<file path="src/core/fine_cfg_pkg.sv">
package fine_cfg_pkg;

    // Register offsets on the byte-wide register port
    localparam logic [7:0] FINE_OFFSET    = 8'h77;
    localparam logic [7:0] CONFIG_OFFSET  = 8'h78;
    // High-byte reading registers, one per channel, in channel order
    localparam logic [7:0] HIGH_OFFSET_0  = 8'hf0;
    localparam logic [7:0] HIGH_OFFSET_1  = 8'hf1;
    localparam logic [7:0] HIGH_OFFSET_2  = 8'hf2;
    localparam logic [7:0] HIGH_OFFSET_3  = 8'hf3;

    // Reset values
    localparam logic [7:0] FINE_RESET     = 8'h00;
    localparam logic [7:0] CONFIG_RESET   = 8'h00;
    localparam logic [7:0] UNMAPPED_READ  = 8'h00;
    localparam logic [9:0] READING_RESET  = 10'h000;

    // Configuration field positions
    localparam int ALERT_SELECT_BIT    = 0;
    localparam int OVERRIDE_SELECT_BIT = 1;
    localparam int FAILSAFE_BIT_A_BIT           = 2;
    localparam int SENSE_RATE_BIT      = 3;
    localparam int CONT_SENSE_LSB      = 4;
    localparam int LOCKABLE_MSB        = 3;

    // Fine-reading lanes: channel i lives in bits [2i+1:2i]
    localparam int FINE_LANE_WIDTH     = 2;
    localparam int CHANNEL_COUNT       = 4;
    localparam int READING_WIDTH       = 10;

    // Fourth fan-sense pin function codes
    typedef enum logic [1:0] {
        PIN14_SPEED    = 2'h0,
        PIN14_OVERRIDE = 2'h1,
        PIN14_ALERT    = 2'h2,
        PIN14_NONE     = 2'h3
    } pin14_func_type;

endpackage : fine_cfg_pkg

</file>
<file path="src/core/fine_cfg_regs.sv">
`timescale 1ns/1ps

// Notes on behaviour
// (RULE1) Fine register bits [1:0] read the two low bits of the 12 V reading.
// (RULE2) Fine register bits [3:2] read the two low bits of remote one.
// (RULE3) Fine register bits [5:4] read the two low bits of local temperature.
// (RULE4) Fine register bits [7:6] read the two low bits of remote two.
// (RULE5) Reading fine register freezes it and high bytes until each high byte is read.
// (RULE6) Alert-select 1 makes pin ten the alert output, 0 the fan two drive.
// (RULE7) Override-select 1 enables override input on pin 22 and selected pin 14.
// (RULE8) Override-select 0 makes pin 22 the 2.5 V input, override disabled.
// (RULE9) Override pin drives out only when direction bits set, else timer input.
// (RULE10) Pin 14 follows its select field: speed, speed-or-override, alert, unused.
// (RULE11) Override asserted as input with failsafe_bit_a set forces all fans to full duty.
// (RULE12) Continuous-sense bit 5 measures fan two continuously without pulse stretch.
// (RULE13) Continuous-sense bit 6 measures fan three continuously without pulse stretch.
// (RULE14) Software sets continuous-sense bits only for dc-driven fans.
// (RULE15) Bits 4 and 7 do the same for fan one and fan four.
// (RULE16) With global lock set, configuration bits [3:0] ignore writes.
module fine_cfg_regs #(
    parameter int CHANNELS = fine_cfg_pkg::CHANNEL_COUNT,
    parameter int RWIDTH   = fine_cfg_pkg::READING_WIDTH
) (
    // Clock and reset
    input  wire logic                  mclk,
    input  wire logic                  reset,
    // Register port
    input  wire logic [7:0]            regAddr,
    input  wire logic [7:0]            regWriteData,
    input  wire logic                  regWrite,
    input  wire logic                  regRead,
    output logic      [7:0]            regReadData_q,
    // Readings from the measurement engine
    input  wire logic [CHANNELS-1:0]   sampleValid,
    input  wire logic [RWIDTH*CHANNELS-1:0] sampleData,
    // Settings held by other registers
    input  wire logic                  globalLock,
    input  wire logic [2:0]            overrideDirBits,
    input  wire logic [1:0]            pin14Func,
    // Internal requests that the shared pins carry
    input  wire logic                  alertRequest,
    input  wire logic                  fanTwoDrive,
    input  wire logic                  overtempDrive,
    // Pin ten, alert or fan two drive output
    output logic                       pin10Out_q,
    output logic                       pin10OeN_q,
    // Pin 22, thermal override or 2.5 V input
    input  wire logic                  thermalOverridePinIn,
    output logic                       thermalOverridePinOut_q,
    output logic                       thermalOverridePinOeN_q,
    output logic                       voltageInputSelect_q,
    // Pin 14, fourth fan speed, override or alert
    input  wire logic                  pin14In,
    output logic                       pin14Out_q,
    output logic                       pin14OeN_q,
    output logic                       fanFourSpeedInput_q,
    // Results for the fan and timer logic
    output logic                       overrideAsserted_q,
    output logic                       fanFullDuty_q,
    output logic                       senseRateFast_q,
    output logic      [3:0]            continuousSense_q,
    output logic      [3:0]            pulseStretchEnable_q
);

    initial begin
        if (CHANNELS != fine_cfg_pkg::CHANNEL_COUNT) begin
            $error("fine register carries exactly four channels");
        end
        if (RWIDTH != fine_cfg_pkg::READING_WIDTH) begin
            $error("reading width must be ten bits");
        end
    end

    // Offset of the high-byte register of one channel
    function automatic logic [7:0] highOffset(input int ch);
        logic [7:0] off;
        off = fine_cfg_pkg::HIGH_OFFSET_0;
        if (ch == 1) begin
            off = fine_cfg_pkg::HIGH_OFFSET_1;
        end else if (ch == 2) begin
            off = fine_cfg_pkg::HIGH_OFFSET_2;
        end else if (ch == 3) begin
            off = fine_cfg_pkg::HIGH_OFFSET_3;
        end
        return off;
    endfunction : highOffset

    logic [7:0]          fine_q;
    logic [7:0]          config_q;
    logic [CHANNELS-1:0] freeze_q;
    logic [CHANNELS-1:0] highRead;
    logic [RWIDTH-1:0]   reading [CHANNELS];
    logic                readFine;
    logic                anyFrozen;
    logic                writeConfig;

    assign readFine    = regRead && (regAddr == fine_cfg_pkg::FINE_OFFSET);
    assign writeConfig = regWrite && (regAddr == fine_cfg_pkg::CONFIG_OFFSET);
    assign anyFrozen   = |freeze_q;

    // Per-channel snapshot, freeze flag and fine lane
    for (genvar ch = 0; ch < CHANNELS; ch++) begin : g_chan
        localparam int LO = ch * fine_cfg_pkg::FINE_LANE_WIDTH;

        assign highRead[ch] = regRead && (regAddr == highOffset(ch));

        // Held from the fine read itself, so high byte matches what was returned
        reading_snapshot #(
            .WIDTH       (RWIDTH)
        ) reading_snapshot_i (
            .mclk        (mclk),
            .reset       (reset),
            .sampleValid (sampleValid[ch]),
            .sampleData  (sampleData[ch*RWIDTH +: RWIDTH]),
            .hold        (freeze_q[ch] || readFine),
            .value_q     (reading[ch])
        );

        // Freeze flag: set by a fine read, cleared by this channel's high read
        always_ff @(posedge mclk) begin
            if (reset) begin
                freeze_q[ch] <= 1'b0;
            end else if (readFine) begin
                freeze_q[ch] <= 1'b1; // RULE5
            end else if (highRead[ch]) begin
                freeze_q[ch] <= 1'b0; // RULE5
            end
        end

        // Lane follows the same sample as the snapshot while nothing is frozen
        always_ff @(posedge mclk) begin
            if (reset) begin
                fine_q[LO +: 2] <= fine_cfg_pkg::FINE_RESET[LO +: 2];
            end else if (sampleValid[ch] && !anyFrozen && !readFine) begin
                fine_q[LO +: 2] <= sampleData[ch*RWIDTH +: 2]; // RULE1 RULE2 RULE3 RULE4
            end
        end
    end

    // Configuration; lockable low nibble keeps its value once locked
    always_ff @(posedge mclk) begin
        if (reset) begin
            config_q <= fine_cfg_pkg::CONFIG_RESET;
        end else if (writeConfig) begin
            config_q[7:4] <= regWriteData[7:4];
            if (!globalLock) begin
                config_q[3:0] <= regWriteData[3:0]; // RULE16
            end
        end
    end

    // Read data for the cycle after the strobe; unmapped reads give zero
    always_ff @(posedge mclk) begin
        if (reset) begin
            regReadData_q <= fine_cfg_pkg::UNMAPPED_READ;
        end else if (regRead) begin
            if (regAddr == fine_cfg_pkg::FINE_OFFSET) begin
                regReadData_q <= fine_q; // RULE1 RULE2 RULE3 RULE4
            end else if (regAddr == fine_cfg_pkg::CONFIG_OFFSET) begin
                regReadData_q <= config_q;
            end else if (highRead[0]) begin
                regReadData_q <= reading[0][RWIDTH-1:2];
            end else if (highRead[1]) begin
                regReadData_q <= reading[1][RWIDTH-1:2];
            end else if (highRead[2]) begin
                regReadData_q <= reading[2][RWIDTH-1:2];
            end else if (highRead[3]) begin
                regReadData_q <= reading[3][RWIDTH-1:2];
            end else begin
                regReadData_q <= fine_cfg_pkg::UNMAPPED_READ;
            end
        end
    end

    // Pin inputs cross in through two flops; first stage feeds only the second
    logic [1:0] overrideSync_q;
    logic [1:0] pin14Sync_q;

    always_ff @(posedge mclk) begin
        if (reset) begin
            overrideSync_q <= 2'h3;
            pin14Sync_q    <= 2'h3;
        end else begin
            overrideSync_q <= {overrideSync_q[0], thermalOverridePinIn};
            pin14Sync_q    <= {pin14Sync_q[0], pin14In};
        end
    end

    logic alertSelect;
    logic overrideSelect;
    logic boostSelect;
    logic overrideBidir;
    logic pin14IsOverride;
    logic pin14IsAlert;
    logic overrideLevel;

    assign alertSelect     = config_q[fine_cfg_pkg::ALERT_SELECT_BIT];
    assign overrideSelect  = config_q[fine_cfg_pkg::OVERRIDE_SELECT_BIT];
    assign boostSelect     = config_q[fine_cfg_pkg::FAILSAFE_BIT_A_BIT];
    // Any set direction bit makes the override pin bidirectional
    assign overrideBidir   = |overrideDirBits; // RULE9
    assign pin14IsOverride = overrideSelect &&
                             (pin14Func == fine_cfg_pkg::PIN14_OVERRIDE); // RULE10 RULE7
    assign pin14IsAlert    = (pin14Func == fine_cfg_pkg::PIN14_ALERT); // RULE10

    // Own pull-down reaches the logic two cycles late, so keep it masked that long
    logic [1:0] selfDriveDly_q;
    logic       selfDriven;

    always_ff @(posedge mclk) begin
        if (reset) begin
            selfDriveDly_q <= '0;
        end else begin
            selfDriveDly_q <= {selfDriveDly_q[0], !thermalOverridePinOeN_q};
        end
    end

    assign selfDriven = !thermalOverridePinOeN_q || (|selfDriveDly_q);

    // Override pin is active low; our own drive must not read back as asserted
    assign overrideLevel = (overrideSelect && !overrideSync_q[1] && !selfDriven) ||
                           (pin14IsOverride && !pin14Sync_q[1]); // RULE7 RULE8

    // Pin ten: open-drain alert, or push-pull fan two drive
    always_ff @(posedge mclk) begin
        if (reset) begin
            pin10Out_q <= 1'b0;
            pin10OeN_q <= 1'b0;
        end else if (alertSelect) begin
            pin10Out_q <= 1'b0; // RULE6
            pin10OeN_q <= !alertRequest; // RULE6
        end else begin
            pin10Out_q <= fanTwoDrive; // RULE6
            pin10OeN_q <= 1'b0;
        end
    end

    // Pin 22: override with optional open-drain drive, or voltage input
    always_ff @(posedge mclk) begin
        if (reset) begin
            thermalOverridePinOut_q <= 1'b0;
            thermalOverridePinOeN_q <= 1'b1;
            voltageInputSelect_q    <= 1'b1;
        end else begin
            thermalOverridePinOut_q <= 1'b0;
            thermalOverridePinOeN_q <= !(overrideSelect && overrideBidir
                                         && overtempDrive); // RULE9 RULE8
            voltageInputSelect_q    <= !overrideSelect; // RULE8
        end
    end

    // Pin 14: speed input, override input, or open-drain alert
    always_ff @(posedge mclk) begin
        if (reset) begin
            pin14Out_q          <= 1'b0;
            pin14OeN_q          <= 1'b1;
            fanFourSpeedInput_q <= 1'b1;
        end else begin
            pin14Out_q          <= 1'b0;
            pin14OeN_q          <= !(pin14IsAlert && alertRequest); // RULE10
            // Unused code and non-speed modes park the speed input high
            fanFourSpeedInput_q <= (pin14IsOverride || pin14IsAlert ||
                                    pin14Func == fine_cfg_pkg::PIN14_NONE)
                                   ? 1'b1 : pin14Sync_q[1]; // RULE10
        end
    end

    // Override state and fail-safe failsafe_bit_a; failsafe_bit_a only when pin acts as input
    always_ff @(posedge mclk) begin
        if (reset) begin
            overrideAsserted_q <= 1'b0;
            fanFullDuty_q      <= 1'b0;
        end else begin
            overrideAsserted_q <= overrideLevel; // RULE7
            fanFullDuty_q      <= overrideLevel && boostSelect; // RULE11
        end
    end

    // Continuous-sense field, one bit per fan
    logic [3:0] contBits;
    assign contBits = config_q[fine_cfg_pkg::CONT_SENSE_LSB +: 4];

    // Speed sensing; continuous sensing drops pulse stretching per fan
    always_ff @(posedge mclk) begin
        if (reset) begin
            senseRateFast_q      <= 1'b0;
            continuousSense_q    <= 4'h0;
            pulseStretchEnable_q <= 4'hf;
        end else begin
            senseRateFast_q      <= config_q[fine_cfg_pkg::SENSE_RATE_BIT];
            // Software must only set these for dc-driven fans
            continuousSense_q    <= contBits; // RULE12 RULE13 RULE15
            pulseStretchEnable_q <= ~contBits; // RULE12 RULE13 RULE15
        end
    end

    // Fine read answers fine_q one cycle later
    fine_read_a: assert property (@(posedge mclk) disable iff (reset) // RULE1
        readFine |=> regReadData_q == $past(fine_q))
        else $error("fine read returned wrong data");

    // Remote one lane bits track new samples while free
    fine_lane_a: assert property (@(posedge mclk) disable iff (reset) // RULE2
        sampleValid[1] && !anyFrozen && !readFine |=> fine_q[3:2] == $past(sampleData[11:10]))
        else $error("remote one lane did not follow sample");

    // Frozen fine register stays put
    fine_frozen_a: assert property (@(posedge mclk) disable iff (reset) // RULE5
        anyFrozen || readFine |=> $stable(fine_q))
        else $error("fine register changed while frozen");

    // Freeze lasts until the high byte is read
    freeze_clear_a: assert property (@(posedge mclk) disable iff (reset) // RULE5
        freeze_q[0] && !highRead[0] && !readFine |=> freeze_q[0])
        else $error("freeze released without high read");

    // Pin ten follows the alert select
    pin10_mode_a: assert property (@(posedge mclk) disable iff (reset) // RULE6
        !alertSelect |=> pin10Out_q == $past(fanTwoDrive) && !pin10OeN_q)
        else $error("pin ten not carrying fan two drive");

    // Voltage input mode never drives pin 22
    pin22_quiet_a: assert property (@(posedge mclk) disable iff (reset) // RULE8
        !overrideSelect |=> voltageInputSelect_q && thermalOverridePinOeN_q)
        else $error("pin 22 driven in voltage mode");

    // No direction bits means pin 22 never drives
    pin22_input_a: assert property (@(posedge mclk) disable iff (reset) // RULE9
        overrideDirBits == 3'h0 |=> thermalOverridePinOeN_q)
        else $error("override pin driven while input only");

    // Failsafe_bit_a follows an asserted override input on the next cycle
    failsafe_bit_a_follow_a: assert property (@(posedge mclk) disable iff (reset) // RULE11
        boostSelect && overrideSelect && !selfDriven && !overrideSync_q[1] |=> fanFullDuty_q)
        else $error("failsafe_bit_a did not force full duty");

    // Locked nibble ignores writes
    lock_hold_a: assert property (@(posedge mclk) disable iff (reset) // RULE16
        writeConfig && globalLock |=> config_q[3:0] == $past(config_q[3:0]))
        else $error("locked bits were written");

    // Each fan's sense mode follows its configuration bit a cycle later
    cont_sense_a: assert property (@(posedge mclk) disable iff (reset) // RULE12
        1'b1 |=> continuousSense_q == $past(contBits)
                 && pulseStretchEnable_q == ~$past(contBits))
        else $error("sense mode does not follow configuration");

    // Pin 14 pulls low in alert mode when an alert is requested
    pin14_alert_a: assert property (@(posedge mclk) disable iff (reset) // RULE10
        pin14IsAlert && alertRequest |=> !pin14OeN_q && !pin14Out_q)
        else $error("pin 14 did not signal alert");

endmodule : fine_cfg_regs

</file>
<file path="src/core/reading_snapshot.sv">
`timescale 1ns/1ps

// One measurement channel: captures each new reading unless held
module reading_snapshot #(
    parameter int WIDTH = 10
) (
    // Clock and reset
    input  wire logic             mclk,
    input  wire logic             reset,
    // New reading from the measurement engine
    input  wire logic             sampleValid,
    input  wire logic [WIDTH-1:0] sampleData,
    // Hold request from the freeze logic
    input  wire logic             hold,
    // Captured reading
    output logic      [WIDTH-1:0] value_q
);

    initial begin
        if (WIDTH < 3) begin
            $error("reading_snapshot needs at least three bits");
        end
    end

    // Capture; a held channel ignores fresh samples entirely
    always_ff @(posedge mclk) begin
        if (reset) begin
            value_q <= '0;
        end else if (sampleValid && !hold) begin
            value_q <= sampleData;
        end
    end

    // A held value never changes
    hold_stable_a: assert property (@(posedge mclk) disable iff (reset) // RULE5
        hold |=> $stable(value_q))
        else $error("held reading changed");

endmodule : reading_snapshot

</file>
<file path="config.mk">
export PLATFORM = sky130hd
export DESIGN_NAME = fine_cfg_regs
export DESIGN_NICKNAME = d
export VERILOG_FILES = /design/src/core/fine_cfg_pkg.sv /design/src/core/fine_cfg_regs.sv /design/src/core/reading_snapshot.sv
export SDC_FILE = /design/constraint.sdc
export NUM_CORES = 1
export LEC_CHECK = 0
export ABC_AREA = 1
export BUFFER_PORTS_ARGS = -buffer_cell sky130_fd_sc_hd__buf_2
export CELL_PAD_IN_SITES_DETAIL_PLACEMENT = 1
export CELL_PAD_IN_SITES_GLOBAL_PLACEMENT = 1
export CORE_MARGIN = 10
export CORE_UTILIZATION = 30
export DETAILED_ROUTE_END_ITERATION = 8
export GPL_TIMING_DRIVEN = 0
export PLACE_DENSITY = 0.69
export SKIP_CTS_REPAIR_TIMING = 1
export SLEW_MARGIN = 20
export SYNTH_ARGS = -nofsm -noshare
export SYNTH_HDL_FRONTEND = slang
export SYNTH_SLANG_ARGS = --single-unit
</file>
<file path="constraint.sdc">
create_clock -name mclk -period 2 [get_ports mclk]
set_clock_uncertainty 0.15 [all_clocks]
set_input_delay 0.2 -clock mclk [delete_from_list [all_inputs] [get_ports mclk]]
set_output_delay 0.2 -clock mclk [all_outputs]
set_load 0.05 [all_outputs]
</file>
# == After elaboration in Yosys (flattened, before gate mapping) ==
# Cells that the tools add are included.
# word_totals
out_inout_bits,27
mem_bits_rw,0
n_memories,0
in_bits,75
mem_bits_ro,0
register_bits,91
latchBits,0
# classes
reduce_logical,59
n_mux,14
order_cmp,0
n_eq_ne,9
mul,0
div_mod_pow,0
bitwise_logic,3
shifts,0
addsub,0
# ops
op,n
8-bit two-way mux,6
"8-bit equality test, second input constant",4
1-bit logical AND,26
"8-bit by 7-bit equality test with 1-bit output, second input constant",2
1-bit logical NOT,14
1-bit logical OR,8
1-bit two-way mux,8
2-bit nonzero test,4
2-bit OR reduction,4
"2-bit equality test, second input constant",2
4-bit inverter,1
4-bit OR reduction,1
3-bit OR reduction,1
"2-bit by 1-bit equality test with 1-bit output, second input constant",1
1-bit inverter,2
2-bit AND reduction,1

# == Logic depth before layout (Yosys ltp) ==
# logic_depth
depth_word,8
depth_mapped,10

# == Hierarchy ==
# A second synthesis with hierarchy kept.
# unflattened
cells_unflattened,589
area_unflattened_um2,4003.8
# modules_own_cells
mod,area_per_inst_um2,n_inst,cells_each,seq_area_each_um2
fine_cfg_regs,2292.2,1,329,1021.0
reading_snapshot,427.9,4,65,200.2

# == Worst setup path before layout ==
# OpenSTA, ideal clock, no wires.
# synth_path
path_kind,input to register
from,input regAddr[5]
to,register config_q[0]
arrival_ns,1.232
setup_time_ns,0.118
path_stages,9
slack_ns,0.500
n_path_buf,1
required_ns,1.732
cell_sequence,nand2_1 nor3b_4 nand2_2 clkinv_2 nand2_4 or2_0 buf_2 o21ai_1 a21oi_1
# synth_via
elab_chain_len,3
# synth_lines
item,line,source
start: declaration,fine_cfg_regs.sv:28,"input wire logic [7:0] regAddr,"
8-bit by 7-bit equality test with 1-bit output,fine_cfg_regs.sv:98,assign writeConfig = regWrite && (regAddr == fine_cfg_pkg::CONFIG_OFFSET);
1-bit logical AND,fine_cfg_regs.sv:98,
2-bit AND reduction (no line),n/a,
end signal: assignment,fine_cfg_regs.sv:143,config_q <= fine_cfg_pkg::CONFIG_RESET;
end signal: assignment,fine_cfg_regs.sv:147,config_q[3:0] <= regWriteData[3:0];
end: declaration,fine_cfg_regs.sv:89,logic [7:0] config_q;
# No other way between the ends.
# A chain may end at the register's enable or synchronous reset.

# == Final worst setup path ==
# layout_path
from,register freeze_q[3]
to,register fine_q[4]
# layout_via
elab_chain_len,4
# layout_lines
item,line,source
start: declaration,fine_cfg_regs.sv:90,logic [CHANNELS-1:0] freeze_q;
start signal: indexed assignment,fine_cfg_regs.sv:122,freeze_q[ch] <= 1'b0;
start signal: indexed assignment,fine_cfg_regs.sv:124,freeze_q[ch] <= 1'b1;
start signal: indexed assignment,fine_cfg_regs.sv:126,freeze_q[ch] <= 1'b0;
4-bit OR reduction,fine_cfg_regs.sv:99,assign anyFrozen = |freeze_q;
1-bit logical NOT,fine_cfg_regs.sv:134,end else if (sampleValid[ch] && !anyFrozen && !readFine) begin
1-bit logical AND (2 in series),fine_cfg_regs.sv:134,
end signal: indexed assignment,fine_cfg_regs.sv:133,fine_q[LO +: 2] <= fine_cfg_pkg::FINE_RESET[LO +: 2];
end signal: indexed assignment,fine_cfg_regs.sv:135,fine_q[LO +: 2] <= sampleData[ch*RWIDTH +: 2];
end: declaration,fine_cfg_regs.sv:88,logic [7:0] fine_q;
# No other way between the ends.

==> flow_metrics.env <==
export IMPL_status="complete, but fails checks"
export IMPL_violations="hold timing"
export IMPL_avgRoutedWirePerCell_um=16.6
export IMPL_vias=3334
export IMPL_drc=0
export IMPL_ys_top_cells_by_count="83 x dfxtp_1, 64 x inv_1, 52 x a21oi_1, 52 x nand2_1, 51 x o21ai_0"
export IMPL_drive_above_1_share=0.257
export IMPL_comb_power_share=0.087
export IMPL_dp_hpwl_mm=9.20
export IMPL_slowest_delay_ps=610
export IMPL_grt_antenna_before_repair=0
export IMPL_syn2layout_area_growth_pct=32.1
export IMPL_cap_violations=0
export IMPL_dp_worst_setup_slack_ps=166
export IMPL_firstDrtPassIters=4
export IMPL_p_total_mw=3.80
export IMPL_timing_hold_ws_ps=-37.5
export IMPL_holdPathStages=3
export IMPL_grt_use_total=0.141
export IMPL_die_area_um2=16100
export IMPL_switching_power_mw=0.931
export IMPL_insertion_delay_ps=350
export IMPL_clkSlewWorstSetupHoldPaths_ps=60
export IMPL_p_int_mw=2.87
export IMPL_synthArstFlopShare=0
export IMPL_timing_final_crit_share=0.897
export IMPL_syn_inst=440
export IMPL_synth_most_common_cell="dfxtp_1"
export IMPL_slowest_stage="nor4_1"
export IMPL_clockRootBuffer="clkbuf_16"
export IMPL_io_buffer_count=98
export IMPL_worst_r2r_path_depth=4
export IMPL_critPathCaptureType="register"
export IMPL_grt_overflow=0
export IMPL_max_vdd_ir_drop_uv=331
export IMPL_required_ps=2080
export IMPL_multi_input_area_um2=1380
export IMPL_postSynthAreaPerCell_um2=7.79
export IMPL_synth_distinct_cells=32
export IMPL_max_freq_mhz=558
export IMPL_io_pins=102
export IMPL_initial_core_util=0.311
export IMPL_netlist_area_um2=3430
export IMPL_synth_area_leaders="dfxtp_1 49%, a21oi_1 7.6%, o21ai_0 7.5%"
export IMPL_avgViaCountPerCell=4.72
export IMPL_fin_setup_tns_ps=0
export IMPL_crit_chain="nor4_1 > nand3_1 > o21ai_0 > nor2_1"
export IMPL_max_clock_path_buffers=2
export IMPL_htreeDepth=3
export IMPL_yosysTopAreaCell="dfxtp_1"
export IMPL_core_region_area_um2=11000
export IMPL_setup_viol=0
export IMPL_power_density_nw_per_um2=840
export IMPL_worstPathArrival_ps=1870
export IMPL_grt_start_max_net_pins=16
export IMPL_reg2reg_slack_ps=210
export IMPL_yosys_warnings=0
export IMPL_synth_seq_cells=83
export IMPL_worstSetupPathType="reg -> reg"
export IMPL_clock_sinks=83
export IMPL_clkPwrFrac=0.453
export IMPL_rsz0062_at_grt="no"
export IMPL_slew_violations=0
export IMPL_finalHoldViolCount=17
export IMPL_antenna_left=0
export IMPL_min_from="sampleData[11]"
export IMPL_p_sw_frac=0.245
export IMPL_wl_mm=11.7
export IMPL_fillerInstances=1395
export IMPL_diodes=0
export IMPL_synth_ff_type="dfxtp_1"
export IMPL_rr_startpoint="freeze_q[3]"
export IMPL_seqCellArea_um2=1660
export IMPL_seqPwrFrac=0.460
export IMPL_synth_edf_count=0
export IMPL_worst_slew_pin_transition_ps=674
export IMPL_timing_rr_end="fine_q[4]"
export IMPL_netlist_area_leader_share=0.485
export IMPL_grt_pass1_vias=3526
export IMPL_grt_pass1_wl_mm=17.8
export IMPL_min_period_ps=1790
export IMPL_cts_inserted_buffers=9
export IMPL_power_leakage_nw=2.02
export IMPL_start_kind="register"
export IMPL_drtIter0Drc=151
export IMPL_min_to="fine_q[3]"
export IMPL_cts_tree="yes"
export IMPL_die_y_um=127
export IMPL_min_path_type="in -> reg"
export IMPL_nets=637
export IMPL_layout_setup_ws_ps=206
export IMPL_die_w_um=127
export IMPL_critPathMaxFanout=4
export IMPL_synth_seq_area_share=0.485
export IMPL_timing_slew_headroom=0.547
export IMPL_rows=38
export IMPL_place_congestion=0.836
==> per-layer routing <==
layer | vias up | share of wire | GRT usage | wire (um)
met2 | 73 | 0.51 | 0.247 | 5960
met3 | 14 | 0.045 | 0.0304 | 529
met5 | - | 0 | 0 | 0
met4 | 0 | 0.019 | 0.0610 | 224
li1 | 1666 | - | - | -
met1 | 1581 | 0.43 | 0.160 | 4990
==> through the flow <==
stage	util	cell area, um2	hold slack, ps	std cells
2_1_floorplan	-	3430	129	441
3_3_place_gp	0.371	4100	237	679
3_5_place_dp	0.371	4100	238	679
4_1_cts	0.399	4400	-123	695
5_1_grt	0.410	4520	8.08	707
6_report	0.410	4520	-37.5	707
==> worst max-delay path, delay by kind of cell, from the launching register on <==
family,cells,cell delay [ps]
simple gates,3,940
compound gates,1,260
flops,1,330
==> registers in the layout, summed over array words and instances (netlist names), 2 cells and up <==
register,count
overrideSync_q,2
fine_q,8
continuousSense_q,4
selfDriveDly_q,2
pin14Sync_q,2
freeze_q,4
g_chan.reading_snapshot_i.value_q,32
regReadData_q,8
pulseStretchEnable_q,4
config_q,8
==> final cells by class <==
type,count,area share
Buffer,19,0.0301
Clock buffer,10,0.0528
Clock inverter,6,0.0155
Inverter,67,0.0561
Multi-Input combinational cell,272,0.304
Sequential cell,83,0.367
Tap cell,140,0.0387
Timing Repair Buffer,110,0.135
==> how the worst max path moves through the flow <==
stage	cells past startpoint	slack [ps]	from	endpoint
after floorplan	9	500	regAddr[5]	config_q[0]
after CTS	4	260	freeze_q[3]	fine_q[4]
final	4	210	freeze_q[3]	fine_q[4]
after global placement	11	210	regAddr[5]	fine_q[3]
after global routing	4	40	freeze_q[3]	fine_q[4]
after detailed placement	11	170	regAddr[5]	fine_q[4]
==> logic make-up (layout without fill, tap and decap cells) <==
group / after synthesis / after routing / synth area share
compound gates: 110 / 110 / 0.163
buf+inv: 86 / 212 / 0.114
flops: 83 / 83 / 0.485
other cells: 1 / 2 / 0.00109
simple gates: 160 / 160 / 0.237
==> cells in the final DEF (no fill, tap or decap), types with 3 or more instances in the layout <==
cell / synthesis / layout
dlygate4sd3_1: 0 / 12
inv_1: 64 / 64
o21ai_1: 5 / 5
nand3_1: 18 / 18
or2_2: 4 / 4
buf_2: 4 / 102
buf_8: 4 / 4
nand4_1: 16 / 16
o21ai_0: 51 / 51
clkbuf_16: 0 / 9
nand3b_4: 4 / 4
nand2_1: 52 / 52
a21oi_1: 52 / 52
clkbuf_1: 8 / 8
nor2_1: 50 / 50
clkinv_2: 2 / 3
dfxtp_1: 83 / 83
inv_6: 0 / 3
==> power groups by stage <==
stage	Combinational, mW	Sequential [mW]	Clock, mW
2_1_floorplan	0.168	1.78	0
3_3_place_gp	0.300	1.78	0
3_5_place_dp	0.313	1.79	0
4_1_cts	0.316	1.75	1.76
5_1_grt	0.372	1.75	1.82
6_report	0.330	1.75	1.72
No activity file was read; power rests on OpenSTA's default activity.
